File: config.mk
export PLATFORM = sky130hd
export DESIGN_NAME = lpddr4_channel_pins
export DESIGN_NICKNAME = d
export VERILOG_FILES = /design/src/lpddr4_pin_pkg.sv /design/src/lpddr4_channel_pins.sv /design/src/stream_fifo.sv
export SDC_FILE = /design/constraint.sdc
export NUM_CORES = 1
export LEC_CHECK = 0
export BUFFER_PORTS_ARGS = -buffer_cell sky130_fd_sc_hd__buf_2
export CAP_MARGIN = 0
export CELL_PAD_IN_SITES_DETAIL_PLACEMENT = 0
export CELL_PAD_IN_SITES_GLOBAL_PLACEMENT = 1
export CORE_ASPECT_RATIO = 1.2
export CORE_MARGIN = 2
export CORE_UTILIZATION = 51
export DETAILED_ROUTE_END_ITERATION = 12
export GPL_TIMING_DRIVEN = 1
export MAX_ROUTING_LAYER = met4
export PLACE_DENSITY_LB_ADDON = 0.3
export SYNTH_ARGS = -nofsm -noshare
export SYNTH_HDL_FRONTEND = slang
export SYNTH_SLANG_ARGS = --single-unit
export TNS_END_PERCENT = 100
File: constraint.sdc
create_clock -name mclk -period 10.6 [get_ports mclk]
set_input_delay 1.59 -clock mclk [delete_from_list [all_inputs] [get_ports mclk]]
set_output_delay 1.59 -clock mclk [all_outputs]
set_load 0.05 [all_outputs]
File: src/lpddr4_pin_pkg.sv
// constants, command codes and states for one channel's pin-side logic
// assumes a 250 MHz core clock that oversamples the controller's link clock
package lpddr4_pin_pkg;

    localparam int CA_W   = 6;
    localparam int DQ_W   = 16;
    localparam int BYTE_W = 8;
    localparam int LANES  = DQ_W / BYTE_W;
    localparam int FIFO_W = DQ_W + LANES;
    localparam int FIFO_DEPTH = 4;

    // command words, first word of a command with select high
    localparam logic [CA_W-1:0] CMD_ACT = 6'h01;
    localparam logic [CA_W-1:0] CMD_RD  = 6'h02;
    localparam logic [CA_W-1:0] CMD_WR  = 6'h04;
    localparam logic [CA_W-1:0] CMD_MRW = 6'h06;
    localparam logic [CA_W-1:0] CMD_PRE = 6'h10;

    // mode word fields and reset value
    localparam int MR_DBI_BIT     = 0;
    localparam int MR_DMI_INV_BIT = 1;
    localparam int MR_ODT_BIT     = 2;
    localparam logic [CA_W-1:0] MR_RESET = 6'h00;

    // read inversion threshold: more ones than this in a byte inverts it
    localparam int DBI_LIMIT = 4;

    // burst length in data beats
    localparam logic [2:0] BURST_BEATS = 3'h4;

    // read beat spacing: least time, rounded up to core cycles
    localparam int CLK_PERIOD_NS = 4;
    localparam int READ_HALF_NS  = 20;
    localparam int READ_HALF_CYC = (READ_HALF_NS + CLK_PERIOD_NS - 1) / CLK_PERIOD_NS;
    localparam logic [2:0] READ_TICK = 3'(READ_HALF_CYC - 1);
    localparam logic [2:0] TIMER_ZERO = 3'h0;

    typedef enum logic [2:0] {
        ST_IDLE   = 3'b000,
        ST_ACTIVE = 3'b001,
        ST_MRW    = 3'b010,
        ST_WRITE  = 3'b011,
        ST_READ   = 3'b100,
        ST_PWRDN  = 3'b101
    } state_t;

endpackage

File: src/lpddr4_channel_pins.sv
// pin-side logic of one memory channel: command capture, data lanes, strobes,
// mask/inversion lines and command-bus termination control
// assumes every link pin is asynchronous to mclk and slow enough to oversample
`timescale 1ns/100ps

// How it works
// - six-bit command/address word captured per channel, decoded into commands
// - sixteen-bit data bus, driven by us on reads, received on writes
// - on reads we toggle the strobe in the same cycle data changes
// - one strobe pair per byte lane, complement kept on the second leg
// - one mask/inversion line per byte lane
// - mask/inversion line high for an inverted byte, low for a plain one
// - inversion can be switched off by a mode bit
// - a mode bit chooses inversion or write masking on that line
// - command termination on when the pin and the mode bit are both high
// - the single reset clears all channel state
// - idle state always means every bank is precharged
// - commands sampled only on rising edges of the link clock, write data on either strobe edge
// - enable and select form the command; enable low in idle or active enters power down
module lpddr4_channel_pins (
    // clock and reset
    input  wire logic        mclk,
    input  wire logic        rst,
    // command link from the controller
    input  wire logic        ck,
    input  wire logic        cke,
    input  wire logic        cs,
    input  wire logic [5:0]  ca,
    input  wire logic        odt_ca,
    // data lanes
    input  wire logic [15:0] dq_in,
    output logic      [15:0] dq_out,
    output logic             dq_oe,
    input  wire logic [1:0]  dqs_t_in,
    output logic      [1:0]  dqs_t_out,
    output logic      [1:0]  dqs_c_out,
    output logic             dqs_oe,
    input  wire logic [1:0]  dmi_in,
    output logic      [1:0]  dmi_out,
    output logic             dmi_oe,
    // termination
    output logic             ca_term_on,
    // write data toward the core
    output logic      [15:0] wr_data,
    output logic      [1:0]  wr_mask,
    output logic             wr_valid,
    input  wire logic        wr_ready,
    // read data from the core
    input  wire logic [15:0] rd_data,
    output logic             rd_take,
    // status
    output logic             bank_open,
    output logic             power_down
);
    localparam int LN = lpddr4_pin_pkg::LANES;
    localparam int BW = lpddr4_pin_pkg::BYTE_W;
    localparam int SW = 4 + lpddr4_pin_pkg::CA_W + lpddr4_pin_pkg::DQ_W + 2 * LN;

    // two-flop synchronisers on every link pin
    wire  [SW-1:0] pin_raw = {ck, cke, cs, ca, odt_ca, dq_in, dqs_t_in, dmi_in};
    logic [SW-1:0] pin_meta;
    logic [SW-1:0] pin_sync;
    logic          ck_prev;
    logic [LN-1:0] dqs_prev;

    wire        ck_s;
    wire        cke_s;
    wire        cs_s;
    wire [5:0]  ca_s;
    wire        odt_s;
    wire [15:0] dq_s;
    wire [1:0]  dqs_s;
    wire [1:0]  dmi_s;
    assign {ck_s, cke_s, cs_s, ca_s, odt_s, dq_s, dqs_s, dmi_s} = pin_sync;

    lpddr4_pin_pkg::state_t state;
    lpddr4_pin_pkg::state_t next_state;
    logic [5:0] mode;
    logic [2:0] beat;
    logic [2:0] timer;

    // decode
    wire ck_rise     = ck_s & ~ck_prev;
    wire is_cmd      = ck_rise & cs_s & cke_s;
    wire go_sleep    = ck_rise & ~cke_s;
    wire dqs_edge    = dqs_s[0] ^ dqs_prev[0];
    wire dbi_active  = mode[lpddr4_pin_pkg::MR_DBI_BIT]
                     & mode[lpddr4_pin_pkg::MR_DMI_INV_BIT];
    wire mask_active = ~mode[lpddr4_pin_pkg::MR_DMI_INV_BIT];
    wire fifo_ready;
    wire fifo_empty;
    wire write_push  = (state == lpddr4_pin_pkg::ST_WRITE) & dqs_edge & fifo_ready;
    wire write_done  = (state == lpddr4_pin_pkg::ST_WRITE) & (beat == lpddr4_pin_pkg::BURST_BEATS);
    wire read_tick   = (state == lpddr4_pin_pkg::ST_READ) & (timer == lpddr4_pin_pkg::READ_TICK);
    wire read_done   = read_tick & (beat == lpddr4_pin_pkg::BURST_BEATS);
    wire read_beat   = read_tick & ~read_done;
    wire read_entry  = (state != lpddr4_pin_pkg::ST_READ) & (next_state == lpddr4_pin_pkg::ST_READ);
    wire burst_entry = state != next_state;

    // per-lane inversion and masking
    wire [15:0]   rd_enc;
    wire [LN-1:0] rd_flag;
    wire [15:0]   wr_word;
    wire [LN-1:0] wr_lane_mask;
    genvar l;
    generate
        for (l = 0; l < LN; l++) begin : g_lane
            wire [BW-1:0] rd_byte = rd_data[l*BW +: BW];
            wire          w_inv   = dbi_active & dmi_s[l];
            assign rd_flag[l] = dbi_active
                              & ($countones(rd_byte) > lpddr4_pin_pkg::DBI_LIMIT);
            assign rd_enc[l*BW +: BW]  = rd_byte ^ {BW{rd_flag[l]}};
            assign wr_word[l*BW +: BW] = dq_s[l*BW +: BW] ^ {BW{w_inv}};
            assign wr_lane_mask[l]     = mask_active & dmi_s[l];
        end
    endgenerate

    // command sequencing
    always_comb begin
        next_state = state;
        case (state)
            lpddr4_pin_pkg::ST_IDLE: begin
                if (go_sleep) begin
                    next_state = lpddr4_pin_pkg::ST_PWRDN;
                end else if (is_cmd && ca_s == lpddr4_pin_pkg::CMD_ACT) begin
                    next_state = lpddr4_pin_pkg::ST_ACTIVE;
                end else if (is_cmd && ca_s == lpddr4_pin_pkg::CMD_MRW) begin
                    next_state = lpddr4_pin_pkg::ST_MRW;
                end
            end
            lpddr4_pin_pkg::ST_ACTIVE: begin
                if (go_sleep) begin
                    next_state = lpddr4_pin_pkg::ST_PWRDN;
                end else if (is_cmd && ca_s == lpddr4_pin_pkg::CMD_PRE) begin
                    next_state = lpddr4_pin_pkg::ST_IDLE;
                end else if (is_cmd && ca_s == lpddr4_pin_pkg::CMD_RD) begin
                    next_state = lpddr4_pin_pkg::ST_READ;
                end else if (is_cmd && ca_s == lpddr4_pin_pkg::CMD_WR && fifo_empty) begin
                    // a write is dropped unless the previous burst has drained
                    next_state = lpddr4_pin_pkg::ST_WRITE;
                end
            end
            lpddr4_pin_pkg::ST_MRW: begin
                if (ck_rise && cs_s) begin
                    next_state = lpddr4_pin_pkg::ST_IDLE;
                end
            end
            lpddr4_pin_pkg::ST_WRITE: begin
                if (write_done) begin
                    next_state = lpddr4_pin_pkg::ST_ACTIVE;
                end
            end
            lpddr4_pin_pkg::ST_READ: begin
                if (read_done) begin
                    next_state = lpddr4_pin_pkg::ST_ACTIVE;
                end
            end
            lpddr4_pin_pkg::ST_PWRDN: begin
                if (ck_rise && cke_s) begin
                    next_state = bank_open ? lpddr4_pin_pkg::ST_ACTIVE
                                           : lpddr4_pin_pkg::ST_IDLE;
                end
            end
            default: next_state = lpddr4_pin_pkg::ST_IDLE;
        endcase
    end

    always_ff @(posedge mclk or posedge rst) begin
        if (rst) begin
            pin_meta   <= '0;
            pin_sync   <= '0;
            ck_prev    <= 1'b0;
            dqs_prev   <= '0;
            state      <= lpddr4_pin_pkg::ST_IDLE;
            mode       <= lpddr4_pin_pkg::MR_RESET;
            bank_open  <= 1'b0;
            power_down <= 1'b0;
            ca_term_on <= 1'b0;
        end else begin
            pin_meta   <= pin_raw;
            pin_sync   <= pin_meta;
            ck_prev    <= ck_s;
            dqs_prev   <= dqs_s;
            state      <= next_state;
            mode       <= (state == lpddr4_pin_pkg::ST_MRW && ck_rise && cs_s) ? ca_s : mode;
            bank_open  <= next_state != lpddr4_pin_pkg::ST_IDLE
                        && (bank_open || next_state == lpddr4_pin_pkg::ST_ACTIVE);
            power_down <= next_state == lpddr4_pin_pkg::ST_PWRDN;
            ca_term_on <= odt_s & mode[lpddr4_pin_pkg::MR_ODT_BIT];
        end
    end

    // burst beat counter and read pacing
    always_ff @(posedge mclk or posedge rst) begin
        if (rst) begin
            beat  <= '0;
            timer <= lpddr4_pin_pkg::TIMER_ZERO;
        end else begin
            beat  <= burst_entry ? '0 : beat + 3'((write_push | read_beat) ? 1 : 0);
            timer <= (read_entry || read_tick) ? lpddr4_pin_pkg::TIMER_ZERO : timer + 3'h1;
        end
    end

    // read drivers: data and strobe change on the same edge
    always_ff @(posedge mclk or posedge rst) begin
        if (rst) begin
            dq_out    <= '0;
            dmi_out   <= '0;
            dqs_t_out <= '0;
            dqs_c_out <= '1;
            dq_oe     <= 1'b0;
            dqs_oe    <= 1'b0;
            dmi_oe    <= 1'b0;
            rd_take   <= 1'b0;
        end else begin
            dq_oe   <= next_state == lpddr4_pin_pkg::ST_READ;
            dqs_oe  <= next_state == lpddr4_pin_pkg::ST_READ;
            dmi_oe  <= next_state == lpddr4_pin_pkg::ST_READ;
            rd_take <= read_beat;
            if (read_entry) begin
                // preamble: strobe parked low, stale flags cleared
                dq_out    <= '0;
                dmi_out   <= '0;
                dqs_t_out <= '0;
                dqs_c_out <= '1;
            end else if (read_beat) begin
                dq_out    <= rd_enc;
                dmi_out   <= rd_flag;
                dqs_t_out <= ~dqs_t_out;
                dqs_c_out <= dqs_t_out;
            end
        end
    end

    stream_fifo #(
        .W     (lpddr4_pin_pkg::FIFO_W),
        .DEPTH (lpddr4_pin_pkg::FIFO_DEPTH)
    ) u_wr_fifo (
        .clk       (mclk),
        .rst       (rst),
        .in_data   ({wr_lane_mask, wr_word}),
        .in_valid  (write_push),
        .in_ready  (fifo_ready),
        .out_data  ({wr_mask, wr_data}),
        .out_valid (wr_valid),
        .out_ready (wr_ready),
        .empty     (fifo_empty)
    );
endmodule // lpddr4_channel_pins

File: src/stream_fifo.sv
// small flop-based fifo with valid/ready on both sides
// assumes DEPTH is a power of two so the pointers wrap by themselves
`timescale 1ns/100ps

module stream_fifo #(
    parameter int W     = 18,
    parameter int DEPTH = 4
) (
    // clock and reset
    input  wire logic         clk,
    input  wire logic         rst,
    // filling side
    input  wire logic [W-1:0] in_data,
    input  wire logic         in_valid,
    output logic              in_ready,
    // draining side
    output logic [W-1:0]      out_data,
    output logic              out_valid,
    input  wire logic         out_ready,
    // status
    output logic              empty
);
    localparam int AW = $clog2(DEPTH);

    logic [W-1:0]  mem [DEPTH];
    logic [AW-1:0] wp;
    logic [AW-1:0] rp;
    logic [AW:0]   count;

    wire         push = in_valid & in_ready;
    wire         pop  = out_valid & out_ready;
    wire [AW:0]  next_count = count + {{AW{1'b0}}, push} - {{AW{1'b0}}, pop};

    assign out_data = mem[rp];

    always_ff @(posedge clk) begin
        if (push) begin
            mem[wp] <= in_data;
        end
    end

    // flags registered from the next count so they are honest at the edge
    always_ff @(posedge clk or posedge rst) begin
        if (rst) begin
            wp        <= '0;
            rp        <= '0;
            count     <= '0;
            in_ready  <= 1'b1;
            out_valid <= 1'b0;
            empty     <= 1'b1;
        end else begin
            wp        <= push ? wp + AW'(1) : wp;
            rp        <= pop ? rp + AW'(1) : rp;
            count     <= next_count;
            in_ready  <= next_count != (AW+1)'(DEPTH);
            out_valid <= next_count != '0;
            empty     <= next_count == '0;
        end
    end

endmodule // stream_fifo

# [Word level (Yosys, flattened, before mapping)]
# Memories as Yosys holds them, arrays and structs flattened.
# Index checks and enable logic that the tools add are counted.
[op_classes] add_sub_neg=20 order_cmp=2 n_eq_ne=18 muxes=26 bitwise=32 reduce_logical=18
[ops] op="2-to-1 mux 3 bit" count=13
[ops] op="2-to-1 mux 16 bit" count=2
[ops] op="XOR 8 bit" count=4
[ops] op="bitwise AND 1 bit" count=21
[ops] op="== test 3 bit, second input constant" count=6
[ops] op="one-hot mux 3 bit (6 select lines)" count=1
[ops] op="adder 1 x 1 -> 2 bit" count=8
[ops] op="adder 2 x 2 -> 3 bit" count=4
[ops] op="== test 6 x 3 -> 1 bit, second input constant" count=2
[ops] op="2-to-1 mux 2 bit" count=6
[ops] op="logical AND 1 bit" count=11
[ops] op="adder 3 x 3 -> 4 bit" count=2
[ops] op="> comparator 4 x 3 -> 1 bit, second input constant" count=2
[ops] op="adder 3 x 1 -> 3 bit" count=2
[ops] op="== test 3 x 1 -> 1 bit, second input constant" count=2
[ops] op="== test 3 x 2 -> 1 bit, second input constant" count=2
[ops] op="== test 6 x 1 -> 1 bit, second input constant" count=1
[ops] op="== test 6 x 2 -> 1 bit, second input constant" count=1
[ops] op="== test 6 x 5 -> 1 bit, second input constant" count=1
[ops] op="zero test 3 bit" count=2
[ops] op="!= test 3 bit, second input constant" count=2
[ops] op="nonzero test 3 bit" count=2
[ops] op="adder 2 x 1 -> 2 bit, second input constant" count=2
[ops] op="2-to-1 mux 1 bit" count=4
[ops] op="other kinds (9)" count=13
[totals] register_bits=111 ram_bits=72 elab_cells=140 n_memories=1
[mem_list] name="u_wr_fifo.mem" depth=4 word_bits=18 read_ports=1 rd_clocked_by_memory_dff=0 wr=1 line="stream_fifo.sv:25" rtl="logic [W-1:0] mem [DEPTH];"

# [Depth between registers and ports, before layout]
# Gate-level depths: netlist of the first run.
[depth] word_depth=15 depth_mapped=13

# [Hierarchy]
# Synthesis of the first run repeated with hierarchy kept, for this count alone.
[unflattened] hier_cells=451 hier_area_um2=7080.5
[by_module_without_submodules] mod="lpddr4_channel_pins" instances=1 cells_per_inst=319 area_per_inst_um2=4000.1
[by_module_without_submodules] mod="stream_fifo" instances=1 cells_per_inst=132 area_per_inst_um2=3080.5

# [Worst setup path before layout of the first run]
# No wires, ideal clock.
[synth_path] path_type="input to register" from="input rd_data[8]" to="register dq_out[11]" arrival_time_ns=4.758 t_required_ns=10.466 setup_slack_ns=5.707 path_stages=13 n_path_buf=1 path_cell_list="inv_1 > fa_1 > fa_1 > fa_1 > inv_1 > ha_1 > fa_1 > o21bai_1 > a21boi_0 > o211ai_1 > buf_1 > xnor2_1 > a21oi_1"
[synth_between] elab_chain_cells=8
[synth_lines] item="from (decl)" line="lpddr4_channel_pins.sv:49" rtl="input wire logic [15:0] rd_data,"
[synth_lines] item="adder 1 x 1 -> 2 bit (not written as such)" line="lpddr4_channel_pins.sv:111" rtl="& ($countones(rd_byte) > lpddr4_pin_pkg::DBI_LIMIT);"
[synth_lines] item="adder 2 x 2 -> 3 bit (not written as such)" line="lpddr4_channel_pins.sv:111"
[synth_lines] item="adder 3 x 3 -> 4 bit (not written as such)" line="lpddr4_channel_pins.sv:111"
[synth_lines] item="> comparator 4 x 3 -> 1 bit" line="lpddr4_channel_pins.sv:111"
[synth_lines] item="bitwise AND 1 bit" line="lpddr4_channel_pins.sv:111"
[synth_lines] item="XOR 8 bit" line="lpddr4_channel_pins.sv:112" rtl="assign rd_enc[l*BW +: BW] = rd_byte ^ {BW{rd_flag[l]}};"
[synth_lines] item="2-to-1 mux 16 bit" line="lpddr4_channel_pins.sv:226" rtl="end else if (read_beat) begin"
[synth_lines] item="2-to-1 mux 16 bit" line="lpddr4_channel_pins.sv:220" rtl="if (read_entry) begin"
[synth_lines] item="to (signal assigned)" line="lpddr4_channel_pins.sv:227" rtl="dq_out <= rd_enc;"
[synth_lines] item="to (decl)" line="lpddr4_channel_pins.sv:32" rtl="output logic [15:0] dq_out,"
# Every way passes these cells. The select of a mux whose other input is x is not followed.
# A chain may end at the register's enable or synchronous reset.

# [Final worst setup path of the first run]
[layout_path] from="input rd_data[8]" to="register dq_out[10]"
# The elaborated chain is that of the path after synthesis.

==> metrics.md, run 1 <==
| Metric | Value |
|---|---|
| Outcome | `complete, no violations` |
| Worst Slack Setup Final | `between 5 and 6 ns` |
| Longest Clk Path Bufs | `2` |
| Detailed Routing Iterations Pass 1 | `4` |
| DP HPWL | `7.95 mm` |
| Async SR Flop Fraction | `0.602` |
| Final Setup Violations | `0` |
| RSZ-0062 raised after global routing | `no` |
| IO Port Bufs | `95` |
| Routed WL | `around 12 mm` |
| # resized after CTS | `0` |
| Pin slew with the least headroom to its limit | `approximately 1.1 ns` |
| Clock Skews | `a little over 0.007 ns` |
| Initial antenna violation count | `2` |
| CTS sink count | `~180` |
| Initial Utilization | `0.517` |
| Hold Buf Count CTS | `0` |
| Period minus WS final | `just over 5 ns` |
| Max rail drop VDD | `approximately 0.15 mV` |
| FF-to-FF Start | `state[1]$_DFF_PP0_` |
| FF+latch count, synth | `between 150 and 200` |
| Post-DRT Antenna Nets | `0` |
| Mapped Avg Cell Area | `15.5 µm²` |
| Slew headroom | `0.283` |
| Final Max Tran Viols | `0` |
| Critical Path End Type | `flip-flop` |
| Area Growth Syn to Fin | `17.2%` |
| Die Y | `roughly 130 µm` |
| DRT iter0 DRCs | `between 150 and 200` |
| Place WS | `slightly above 5 ns` |
| # fillers | `around 1,100` |
| Share of post-route cells with drive strength above 1 | `0.284` |
| Fin. Hold Viols | `0` |
| Residual DRC | `0` |
| Cell variety after synth | `54` |
| Tot GR Track Use | `0.182` |
| Max FO, Critical Path | `9` |
| WL/cell | `16.1 µm` |
| Netlist Area Pre-Place | `7090 µm²` |
| Nets | `632` |
| Met3 Track Usage GR | `0.0537` |
| Worst-Skew Late Latency | `approximately 0.42 ns` |
| Final period util | `0.477` |
| Top Usage Layer GRT | `met2` |
| Register area share after synthesis | `0.690` |
| Die area | `around 15,000 µm²` |
| WS Path Type | `primary input to flip-flop` |
| Clk pin slew, worst setup/hold paths | `0.07 ns` |
| Multi-input logic area | `1980 µm²` |
| Synth Flop Type | `dfrtp_1` |
| H-tree levels | `4` |
| Worst Setup Start Kind | `primary input` |
| PwrDens | `265 nW/µm²` |
| Yosys Warn Count | `0` |
| Pin count of the biggest net entering global routing | `84` |
| # rows | `47` |
| First-pass GRT wire length | `between 20 and 25 mm` |
| Min Hold Slack | `~0.34 ns` |
| Postcts setup bufs | `0` |
| Min-Delay Path Class | `flip-flop to flip-flop` |
| Reg area | `a little under 5000 µm²` |
| CP endpoint | `dq_out[10]$_DFFE_PP0P_` |
| Syn Inst Count | `around 460` |
| Core box area | `about 14,000 µm²` |
| GR Util met2 | `0.316` |
| Max_cap viols | `0` |
| GRT overflow | `0` |
| Routability cong. | `between 0.8 and 0.9` |
| Mapped Nets | `~530` |
| Most frequent cells in the layout | `dfrtp_1 (105), buf_2 (95), edfxtp_1 (72)` |
| I/O Pins | `97` |
| LEAKAGE | `between 3 and 4 nW` |
| Root buffer cell | `clkbuf_16` |
| Worst Path Arrival | `approximately 5.3 ns` |
| Via density | `a little over 5` |
| R2R depth | `8` |
| CTS tree | `done` |
| CP Launch Point | `rd_data[8]` |
| Max Fclk | `a little under 200 MHz` |
| Total Power | `between 2 and 2.5 mW` |
| Setup TNS | `0 ns` |
| Via Count | `3,845` |
| CTS Buf Count | `17` |
| Post-synth EDFFs | `a little over 70` |
| GRT met1 Usage | `0.200` |
| CP required | `around 11 ns` |
| Die extent in x | `112 µm` |
| Commonest non-fill, non-tap cell in the layout | `dfrtp_1` |
| FF-to-FF End | `u_wr_fifo.out_valid$_DFF_PP0_` |
| Vias in the first global route | `approximately 4,100` |
| R2R Setup Slk | `7.57 ns` |
## sequential cells by signal, summed over array words and instances (netlist names), 2 cells and up
| register | flops |
|---|---|
| dqs_c_out | 2 |
| beat | 3 |
| u_wr_fifo.count | 3 |
| dmi_out | 2 |
| state | 3 |
| u_wr_fifo.rp | 2 |
| pin_sync | 29 |
| u_wr_fifo.wp | 2 |
| dq_out | 16 |
| dqs_t_out | 2 |
| pin_meta | 29 |
| timer | 3 |
| mode | 3 |
| u_wr_fifo.mem | 72 |
## cells by family after synthesis
| kind of cell | synth area share |
|---|---|
| xor+xnor | 0.0506 |
| fa+ha+maj | 0.0536 |
| mux | 0.0649 |
| simple gates | 0.0642 |
| buf+inv | 0.0302 |
| flops | 0.690 |
| compound gates | 0.0461 |
## per-layer routing
metal	vias to the layer above	wire length, µm
met3	14	535
li1	1812	-
met2	88	6570
met5	-	0
met4	0	189
met1	1931	4720
## power breakdown
part | internal [mW] | leakage (nW) | switching [mW]
Sequential | 0.817 | 1.94 | 0.0768
Combinational | 0.219 | 1.33 | 0.484
Clock | 0.339 | 0.274 | 0.262
## layout make-up
type	instances	area share
sequential	181	0.589
antenna	2	0.000603
tap	171	0.0258
clock inverter	12	0.0143
multi-input combinational	223	0.239
clock buffer	20	0.0550
inverter	38	0.0175
timing repair buffer	97	0.0590
## worst min path at each step
stage                                      start                endpoint  slack, ns  cells past startpoint
final                      pin_meta[4]$_DFF_PP0_   pin_sync[4]$_DFF_PP0_       0.34                      0
after global placement    pin_meta[20]$_DFF_PP0_  pin_sync[20]$_DFF_PP0_       0.33                      0
after floorplan            pin_meta[0]$_DFF_PP0_   pin_sync[0]$_DFF_PP0_       0.33                      0
after global routing      pin_meta[10]$_DFF_PP0_  pin_sync[10]$_DFF_PP0_       0.35                      0
after CTS                 pin_meta[10]$_DFF_PP0_  pin_sync[10]$_DFF_PP0_       0.35                      0
after detailed placement  pin_meta[10]$_DFF_PP0_  pin_sync[10]$_DFF_PP0_       0.33                      0
## synth_stat cells, types with 3 or more instances
cell type  instances  share of area
dfrtp_1          105           0.37
inv_1             38          0.020
xnor2_1           37          0.046
ha_1              16          0.028
o21ai_1            3         0.0021
and2_1             6         0.0053
nor2_1            11         0.0058
buf_2              3         0.0021
o21ai_0           21          0.015
or3_1              4         0.0035
xor2_1             4         0.0049
nand2_1           27          0.014
nand2b_1           4         0.0035
fa_1               9          0.025
mux2_2             4         0.0064
o211ai_1           3         0.0032
nand3_1            4         0.0028
mux4_2            18          0.057
a21oi_1            8         0.0056
dfstp_2            4          0.015
edfxtp_1          72           0.30
clkbuf_1           9         0.0048
nor3_1             5         0.0035
## per-stage QoR
stage                     area [µm²]  cells   util
after detailed placement        7730    710  0.564
after CTS                       8300    742  0.606
final                           8310    744  0.606
after floorplan                 7090    458      -
after global routing            8310    744  0.606
after global placement          7730    710  0.564
## worst max-delay path, stage by stage
cell and delay (ns):
buf_2 0.07, inv_1 0.06, fa_1 0.55, fa_1 0.43, fa_1 0.49, inv_1 0.04, ha_1 0.20, fa_1 0.47
o21bai_1 0.18, a21boi_0 0.10, o211ai_1 0.86, xor2_1 0.19, o21ai_0 0.10
No activity file was read; power rests on OpenSTA's default activity.
==> run 2: changes to the inputs <==
--- a/config.mk
+++ b/config.mk
@@ -11,7 +11,7 @@
 export CELL_PAD_IN_SITES_GLOBAL_PLACEMENT = 1
 export CORE_ASPECT_RATIO = 1.2
 export CORE_MARGIN = 2
-export CORE_UTILIZATION = 51
+export CORE_UTILIZATION = 47
 export DETAILED_ROUTE_END_ITERATION = 12
 export GPL_TIMING_DRIVEN = 1
 export MAX_ROUTING_LAYER = met4
==> constraint.sdc (replaced) <==
create_clock -name mclk -period 5.2 [get_ports mclk]
set_input_delay 0.78 -clock mclk [delete_from_list [all_inputs] [get_ports mclk]]
set_output_delay 0.78 -clock mclk [all_outputs]
set_load 0.05 [all_outputs]
==> metrics.md, run 2 (synthesis gave the netlist of run 1 again) <==
| Metric | Value |
|---|---|
| Slew headroom | `0.315 (+0.0321)` |
| CTS tree | `done` |
| Placed cell area | `7780 µm² (+0.73%)` |
| R2R Setup Slk | `2.20 ns (-5.37 ns)` |
| Fin. Hold Viols | `0 (unchanged)` |
| Pin count of the biggest net entering global routing | `78 (-7.1%)` |
| Initial Utilization | `0.476 (-0.0415)` |
| Area Growth Syn to Fin | `18.7%` |
| Initial antenna violation count | `1 (-1)` |
| DP HPWL | `8.17 mm (+2.7%)` |
| Detailed Routing Iterations Pass 1 | `4 (unchanged)` |
| Postcts setup bufs | `0 (unchanged)` |
| RSZ-0062 raised after global routing | `no` |
| Final Max Tran Viols | `0 (unchanged)` |
| Post-placement cell count | `745 (+4.9%)` |
| I/O Pins | `97 (unchanged)` |
| Period minus WS final | `approximately 3.7 ns` |
| First-pass GRT wire length | `20.7 mm (+2.3%)` |
| Max rail drop VDD | `0.359 mV (+130%)` |
| Most frequent cells in the layout | `dfrtp_1 (105), buf_2 (95), edfxtp_1 (72)` |
| Worst-Skew Late Latency | `0.43 ns (about the same)` |
| # fillers | `1,225 (+15%)` |
| # rows | `49 (+4.3%)` |
| Most flops, register | `u_wr_fifo.mem` |
| Place WS | `1.03 ns (-4.08 ns)` |
| FF-to-FF Start | `state[2]$_DFF_PP0_` |
| DRT iter0 DRCs | `191 (+19%)` |
| Via Count | `3,888 (+1.1%)` |
| Tot GR Track Use | `0.176 (-0.00641)` |
| Max Fclk | `between 200 and 300 MHz` |
| Routability cong. | `0.872 (+3.0%)` |
| Clk pin slew, worst setup/hold paths | `0.06 ns (about the same)` |
| Final Cell Area | `8410 µm² (+1.3%)` |
| Worst Slack Setup Final | `1.48 ns (-4.06 ns)` |
| Max_cap viols | `0 (unchanged)` |
| LEAKAGE | `3.59 nW (+1.2%)` |
| IO Port Bufs | `95 (unchanged)` |
| Die Y | `139 µm (+4.0%)` |
| Commonest non-fill, non-tap cell in the layout | `dfrtp_1` |
| Largest register FFs | `72 (unchanged)` |
| FF-to-FF End | `u_wr_fifo.out_valid$_DFF_PP0_` |
| CP endpoint | `dq_out[10]$_DFFE_PP0P_` |
| CP required | `5.48 ns (-5.39 ns)` |
| Clock Skews | `0.0126 ns (+0.00553 ns)` |
| Pin slew with the least headroom to its limit | `1.02 ns (-0.0479 ns)` |
| WL/cell | `15.9 µm (-1.6%)` |
| PwrDens | `547 nW/µm² (+110%)` |
| Total Power | `4.61 mW (+110%)` |
| Biggest regs | `u_wr_fifo.mem x72, pin_meta x29, pin_sync x29` |
| Reg area | `4890 µm² (unchanged)` |
| Worst Setup Start Kind | `primary input` |
| GRT overflow | `0 (unchanged)` |
| Outcome | `complete, no violations` |
| CTS sink count | `181 (unchanged)` |
| Post-route insts no fill | `778 (+4.6%)` |
| Final Setup Violations | `0 (unchanged)` |
| Via density | `5.00 (-3.3%)` |
| Multi-input logic area | `1980 µm² (unchanged)` |
| Critical Path End Type | `flip-flop` |
| Worst Path Arrival | `4.00 ns (-1.33 ns)` |
| R2R depth | `8 (unchanged)` |
| Setup TNS | `0 ns (unchanged)` |
| Post-DRT Antenna Nets | `0 (unchanged)` |
| WS Path Type | `primary input to flip-flop` |
| CP Launch Point | `rd_data[8]` |
| H-tree levels | `4 (unchanged)` |
| Util after Layout | `0.565 (-0.0415)` |
| Root buffer cell | `clkbuf_16` |
| Residual DRC | `0 (unchanged)` |
| Max FO, Critical Path | `9 (unchanged)` |
| Vias in the first global route | `4,123 (+0.73%)` |
| Nets | `634 (+0.32%)` |
| Min-Delay Path Class | `flip-flop to flip-flop` |
| Routed WL | `12.4 mm (+2.9%)` |
| # resized after CTS | `0 (unchanged)` |
| CTS Buf Count | `17 (unchanged)` |
| Die area | `16,100 µm² (+8.2%)` |
| Min Hold Slack | `0.342 ns (+0.0000540 ns)` |
| Share of post-route cells with drive strength above 1 | `0.281 (-0.00274)` |
| Longest Clk Path Bufs | `2 (unchanged)` |
| Die extent in x | `116 µm (+4.0%)` |
| Final period util | `0.715` |
| Hold Buf Count CTS | `0 (unchanged)` |
| Core box area | `14,900 µm² (+8.7%)` |
-- run 2: changes by cell type in the layout (fill, tap and decap cells not counted), sizes merged --
cell      delta
inv          -4
bufinv       +3
clkbuf       +4
buf          +2
diode        -1
clkinvlp     -3
-- run 2: area by class of cell --
type	count	share of cell area
Sequential cell	181	0.582
Multi-Input combinational cell	223	0.236
Timing Repair Buffer	99	0.0601
Clock buffer	24	0.0572
Tap cell	204	0.0303
Clock inverter	8	0.0175
Inverter	38	0.0172
Antenna cell	1	0.000297
-- run 2: worst min-delay path by stage --
| stage | cells after the start | startpoint | end | slack (ns) |
|---|---|---|---|---|
| 5_1_grt | 0 | pin_meta[25]$_DFF_PP0_ | pin_sync[25]$_DFF_PP0_ | 0.35 |
| 2_1_floorplan | 0 | pin_meta[0]$_DFF_PP0_ | pin_sync[0]$_DFF_PP0_ | 0.33 |
| 4_1_cts | 0 | pin_meta[23]$_DFF_PP0_ | pin_sync[23]$_DFF_PP0_ | 0.35 |
| 3_5_place_dp | 0 | pin_meta[0]$_DFF_PP0_ | pin_sync[0]$_DFF_PP0_ | 0.33 |
| 6_report | 0 | pin_meta[23]$_DFF_PP0_ | pin_sync[23]$_DFF_PP0_ | 0.34 |
| 3_3_place_gp | 0 | pin_meta[16]$_DFF_PP0_ | pin_sync[16]$_DFF_PP0_ | 0.33 |
-- run 2: worst max-delay path, cell delays in order --
cell      delay (ns)
buf_2           0.08
inv_1           0.06
fa_1            0.55
fa_1            0.42
fa_1            0.48
inv_1           0.04
ha_1            0.20
fa_1            0.47
o21bai_1        0.16
a21boi_0        0.10
o211ai_1        0.18
buf_4           0.22
xor2_1          0.16
o21ai_0         0.09
-- run 2: power by group --
group | total, mW | leakage, nW | switching [mW] | internal (mW)
clock network | 1.35 | 0.308 | 0.510 | 0.843
logic | 1.44 | 1.34 | 0.995 | 0.447
registers | 1.81 | 1.94 | 0.146 | 1.67
total | 4.61 | 3.59 | 1.65 | 2.96
-- run 2: per-layer routing --
layer	GRT usage	share of wire
met5	-	0
met4	0.0508	0.011
met3	0.0625	0.059
met2	0.286	0.52
met1	0.207	0.41
==> run 3: changes to the inputs <==
==> constraint.sdc (replaced) <==
create_clock -name mclk -period 3.43 [get_ports mclk]
set_input_delay 0.5145 -clock mclk [delete_from_list [all_inputs] [get_ports mclk]]
set_output_delay 0.5145 -clock mclk [all_outputs]
set_load 0.05 [all_outputs]
==> metrics.md, run 3 (synthesis gave the netlist of run 1 again) <==
| Metric | Value |
|---|---|
| Crit path cell chain | `buf_8 > inv_12 > fa_1 > fa_1 > fa_1 > inv_2 > ha_4 > fa_1 > o21ai_1 > nor2_1 > o211ai_1 > buf_4 > xor2_1 > o21ai_1` |
| Most Frequent Cell on Critical Path | `fa_1` |
| Routability cong. | `0.831 (-4.7%)` |
| R2R Setup Slk | `0.90 ns (-1.30 ns)` |
| Slowest CP cell | `fa_1` |
| Max Fclk | `between 200 and 300 MHz` |
| Commonest non-fill, non-tap cell in the layout | `dfrtp_1` |
| Final period util | `0.996` |
| IO Port Bufs | `95 (unchanged)` |
| DP HPWL | `8.81 mm (+7.8%)` |
| Worst-Skew Late Latency | `0.43 ns (about the same)` |
| Clock Skews | `0.00573 ns (-0.00688 ns)` |
| Flop pwr share | `0.402 (+0.009)` |
| Pint | `4.34 mW (+47%)` |
| CTS Buf Count | `17 (unchanged)` |
| Biggest regs | `u_wr_fifo.mem x72, pin_meta x29, pin_sync x29` |
| PwrDens | `799 nW/µm² (+46%)` |
| Via Count | `4,026 (+3.5%)` |
| H-tree levels | `4 (unchanged)` |
| Detailed Routing Iterations Pass 1 | `4 (unchanged)` |
| # rows | `49 (unchanged)` |
| Post-DRT Antenna Nets | `0 (unchanged)` |
| Worst Slack Setup Final | `0.0146 ns (-1.47 ns)` |
| Vias in the first global route | `4,270 (+3.6%)` |
| Area Growth Syn to Fin | `21.7%` |
| I/O Pins | `97 (unchanged)` |
| CTS sink count | `181 (unchanged)` |
| Residual DRC | `0 (unchanged)` |
| Peak per-stage delay on the critical path | `0.55 ns (about the same)` |
| FF-to-FF Start | `state[1]$_DFF_PP0_` |
| Die Y | `139 µm (unchanged)` |
| DRT iter0 DRCs | `290 (+52%)` |
| RSZ-0062 raised after global routing | `yes` |
| Combinational fraction of design power | `0.324 (+0.011)` |
| Clk pin slew, worst setup/hold paths | `0.06 ns (about the same)` |
| Fin. Hold Viols | `0 (unchanged)` |
| Final Max Tran Viols | `0 (unchanged)` |
| Tot GR Track Use | `0.186 (+0.00985)` |
| Largest register FFs | `72 (unchanged)` |
| Max_cap viols | `0 (unchanged)` |
| LEAKAGE | `3.70 nW (+3.2%)` |
| Nets | `653 (+3.0%)` |
| Root buffer cell | `clkbuf_16` |
| CP delay by family, top | `adder cells` |
| Switching Fraction | `0.371 (+0.0124)` |
| Clk pwr share | `0.274 (-0.020)` |
| Util after Layout | `0.579 (+0.0144)` |
| Period minus WS final | `approximately 3.4 ns` |
| Worst Setup Start Kind | `primary input` |
| Max rail drop VDD | `0.476 mV (+32%)` |
| Pin count of the biggest net entering global routing | `63 (-19%)` |
| Via density | `5.06 (+1.2%)` |
| Pin slew with the least headroom to its limit | `1.12 ns (+0.0970 ns)` |
| Final Setup Violations | `0 (unchanged)` |
| Hold Buf Count CTS | `0 (unchanged)` |
| Bufs and invs on worst path | `4 (unchanged)` |
| Critical Path End Type | `flip-flop` |
| Min-Delay Path Class | `primary input to flip-flop` |
| Hold Path Sink | `pin_meta[23]$_DFF_PP0_` |
| Net Sw Power | `2.55 mW (+55%)` |
| Max FO, Critical Path | `4 (-5)` |
| WL/cell | `16.4 µm (+3.4%)` |
| Die extent in x | `116 µm (unchanged)` |
| Initial Utilization | `0.476 (unchanged)` |
| Routed WL | `13.1 mm (+5.8%)` |
| Die area | `16,100 µm² (unchanged)` |
| Place WS | `-0.468 ns (-1.49 ns)` |
| Most flops, register | `u_wr_fifo.mem` |
| FF-to-FF End | `u_wr_fifo.out_valid$_DFF_PP0_` |
| Worst Path Arrival | `3.73 ns (-0.27 ns)` |
| CP required | `3.74 ns (-1.74 ns)` |
| # fillers | `1,207 (-1.5%)` |
| WS Path Type | `primary input to flip-flop` |
| CTS tree | `done` |
| R2R depth | `9 (+1)` |
| Core box area | `14,900 µm² (unchanged)` |
| Initial antenna violation count | `0 (-1)` |
| Slew headroom | `0.250 (-0.0649)` |
| Min Hold Slack | `0.186 ns (-0.156 ns)` |
| Share of post-route cells with drive strength above 1 | `0.328 (+0.0467)` |
| Most frequent cells in the layout | `dfrtp_1 (105), buf_2 (93), edfxtp_1 (72)` |
| GRT overflow | `0 (unchanged)` |
| WP depth | `14 (unchanged)` |
| Hold Path Stages | `1 (+1)` |
| Hold Startpoint | `ca[2]` |
| Longest Clk Path Bufs | `2 (unchanged)` |
| First-pass GRT wire length | `21.9 mm (+5.9%)` |
| Diodes inserted | `0 (-1)` |
| Outcome | `complete, no violations` |
==> run 3: changes by cell type in the layout (fill, tap and decap cells not counted), sizes merged <==
cell	delta
buf	+19
clkinvlp	+1
clkinv	+4
clkbuf	-5
inv	+2
bufinv	-2
diode	-1
==> run 3: worst max path at each step <==
stage / end / from / slack (ns)
2_1_floorplan: dq_out[2]$_DFFE_PP0P_ / rd_data[3] / -0.1
3_3_place_gp: dq_out[11]$_DFFE_PP0P_ / rd_data[11] / -0.40
3_5_place_dp: dq_out[10]$_DFFE_PP0P_ / rd_data[11] / -0.47
4_1_cts: dq_out[2]$_DFFE_PP0P_ / rd_data[3] / 0.004
5_1_grt: dq_out[4]$_DFFE_PP0P_ / rd_data[3] / -0.15
6_report: dq_out[2]$_DFFE_PP0P_ / rd_data[3] / 0.01
==> run 3: layout make-up <==
| class | instances | area [µm²] | share of cell area |
|---|---|---|---|
| sequential | 181 | 4890 | 0.567 |
| multi-input combinational | 223 | 2030 | 0.236 |
| timing repair buffer | 118 | 702 | 0.0813 |
| clock buffer | 19 | 443 | 0.0513 |
| tap | 204 | 255 | 0.0296 |
| inverter | 38 | 170 | 0.0197 |
| clock inverter | 13 | 130 | 0.0151 |
==> run 3: stage by stage <==
stage,total power [mW],instances,setup TNS [ns],instance area (µm²)
final,6.89,796,0,8630
after global routing,7.27,796,-1.42,8630
after CTS,6.96,792,0,8530
after detailed placement,5.05,759,-7.87,7940
after global placement,5.00,759,-6.49,7940
after floorplan,4.53,458,-1.34,7130
==> run 3: power by group through the flow <==
stage	registers, mW	clock network, mW	logic (mW)
floorplan	3.21	0	1.32
global placement	2.80	0	2.20
detailed placement	2.81	0	2.24
CTS	2.77	1.94	2.24
global route	2.82	2.03	2.42
finish	2.77	1.89	2.23
==> run 3: routing by layer <==
layer | wire [µm] | up-vias | global-route usage
met2 | 7010 | 101 | 0.313
met5 | 0 | - | -
met1 | 5240 | 2045 | 0.210
met3 | 632 | 21 | 0.0538
li1 | - | 1859 | -
met4 | 204 | 0 | 0.0652
==> run 3: what timing repair did <==
item	CTS	global route
pin swaps	5	10
setup buffers	0	3
cloned	1	1
hold endpoints to repair	0	0
endpoints found under the setup margin	2	16
gates resized for setup	3	21
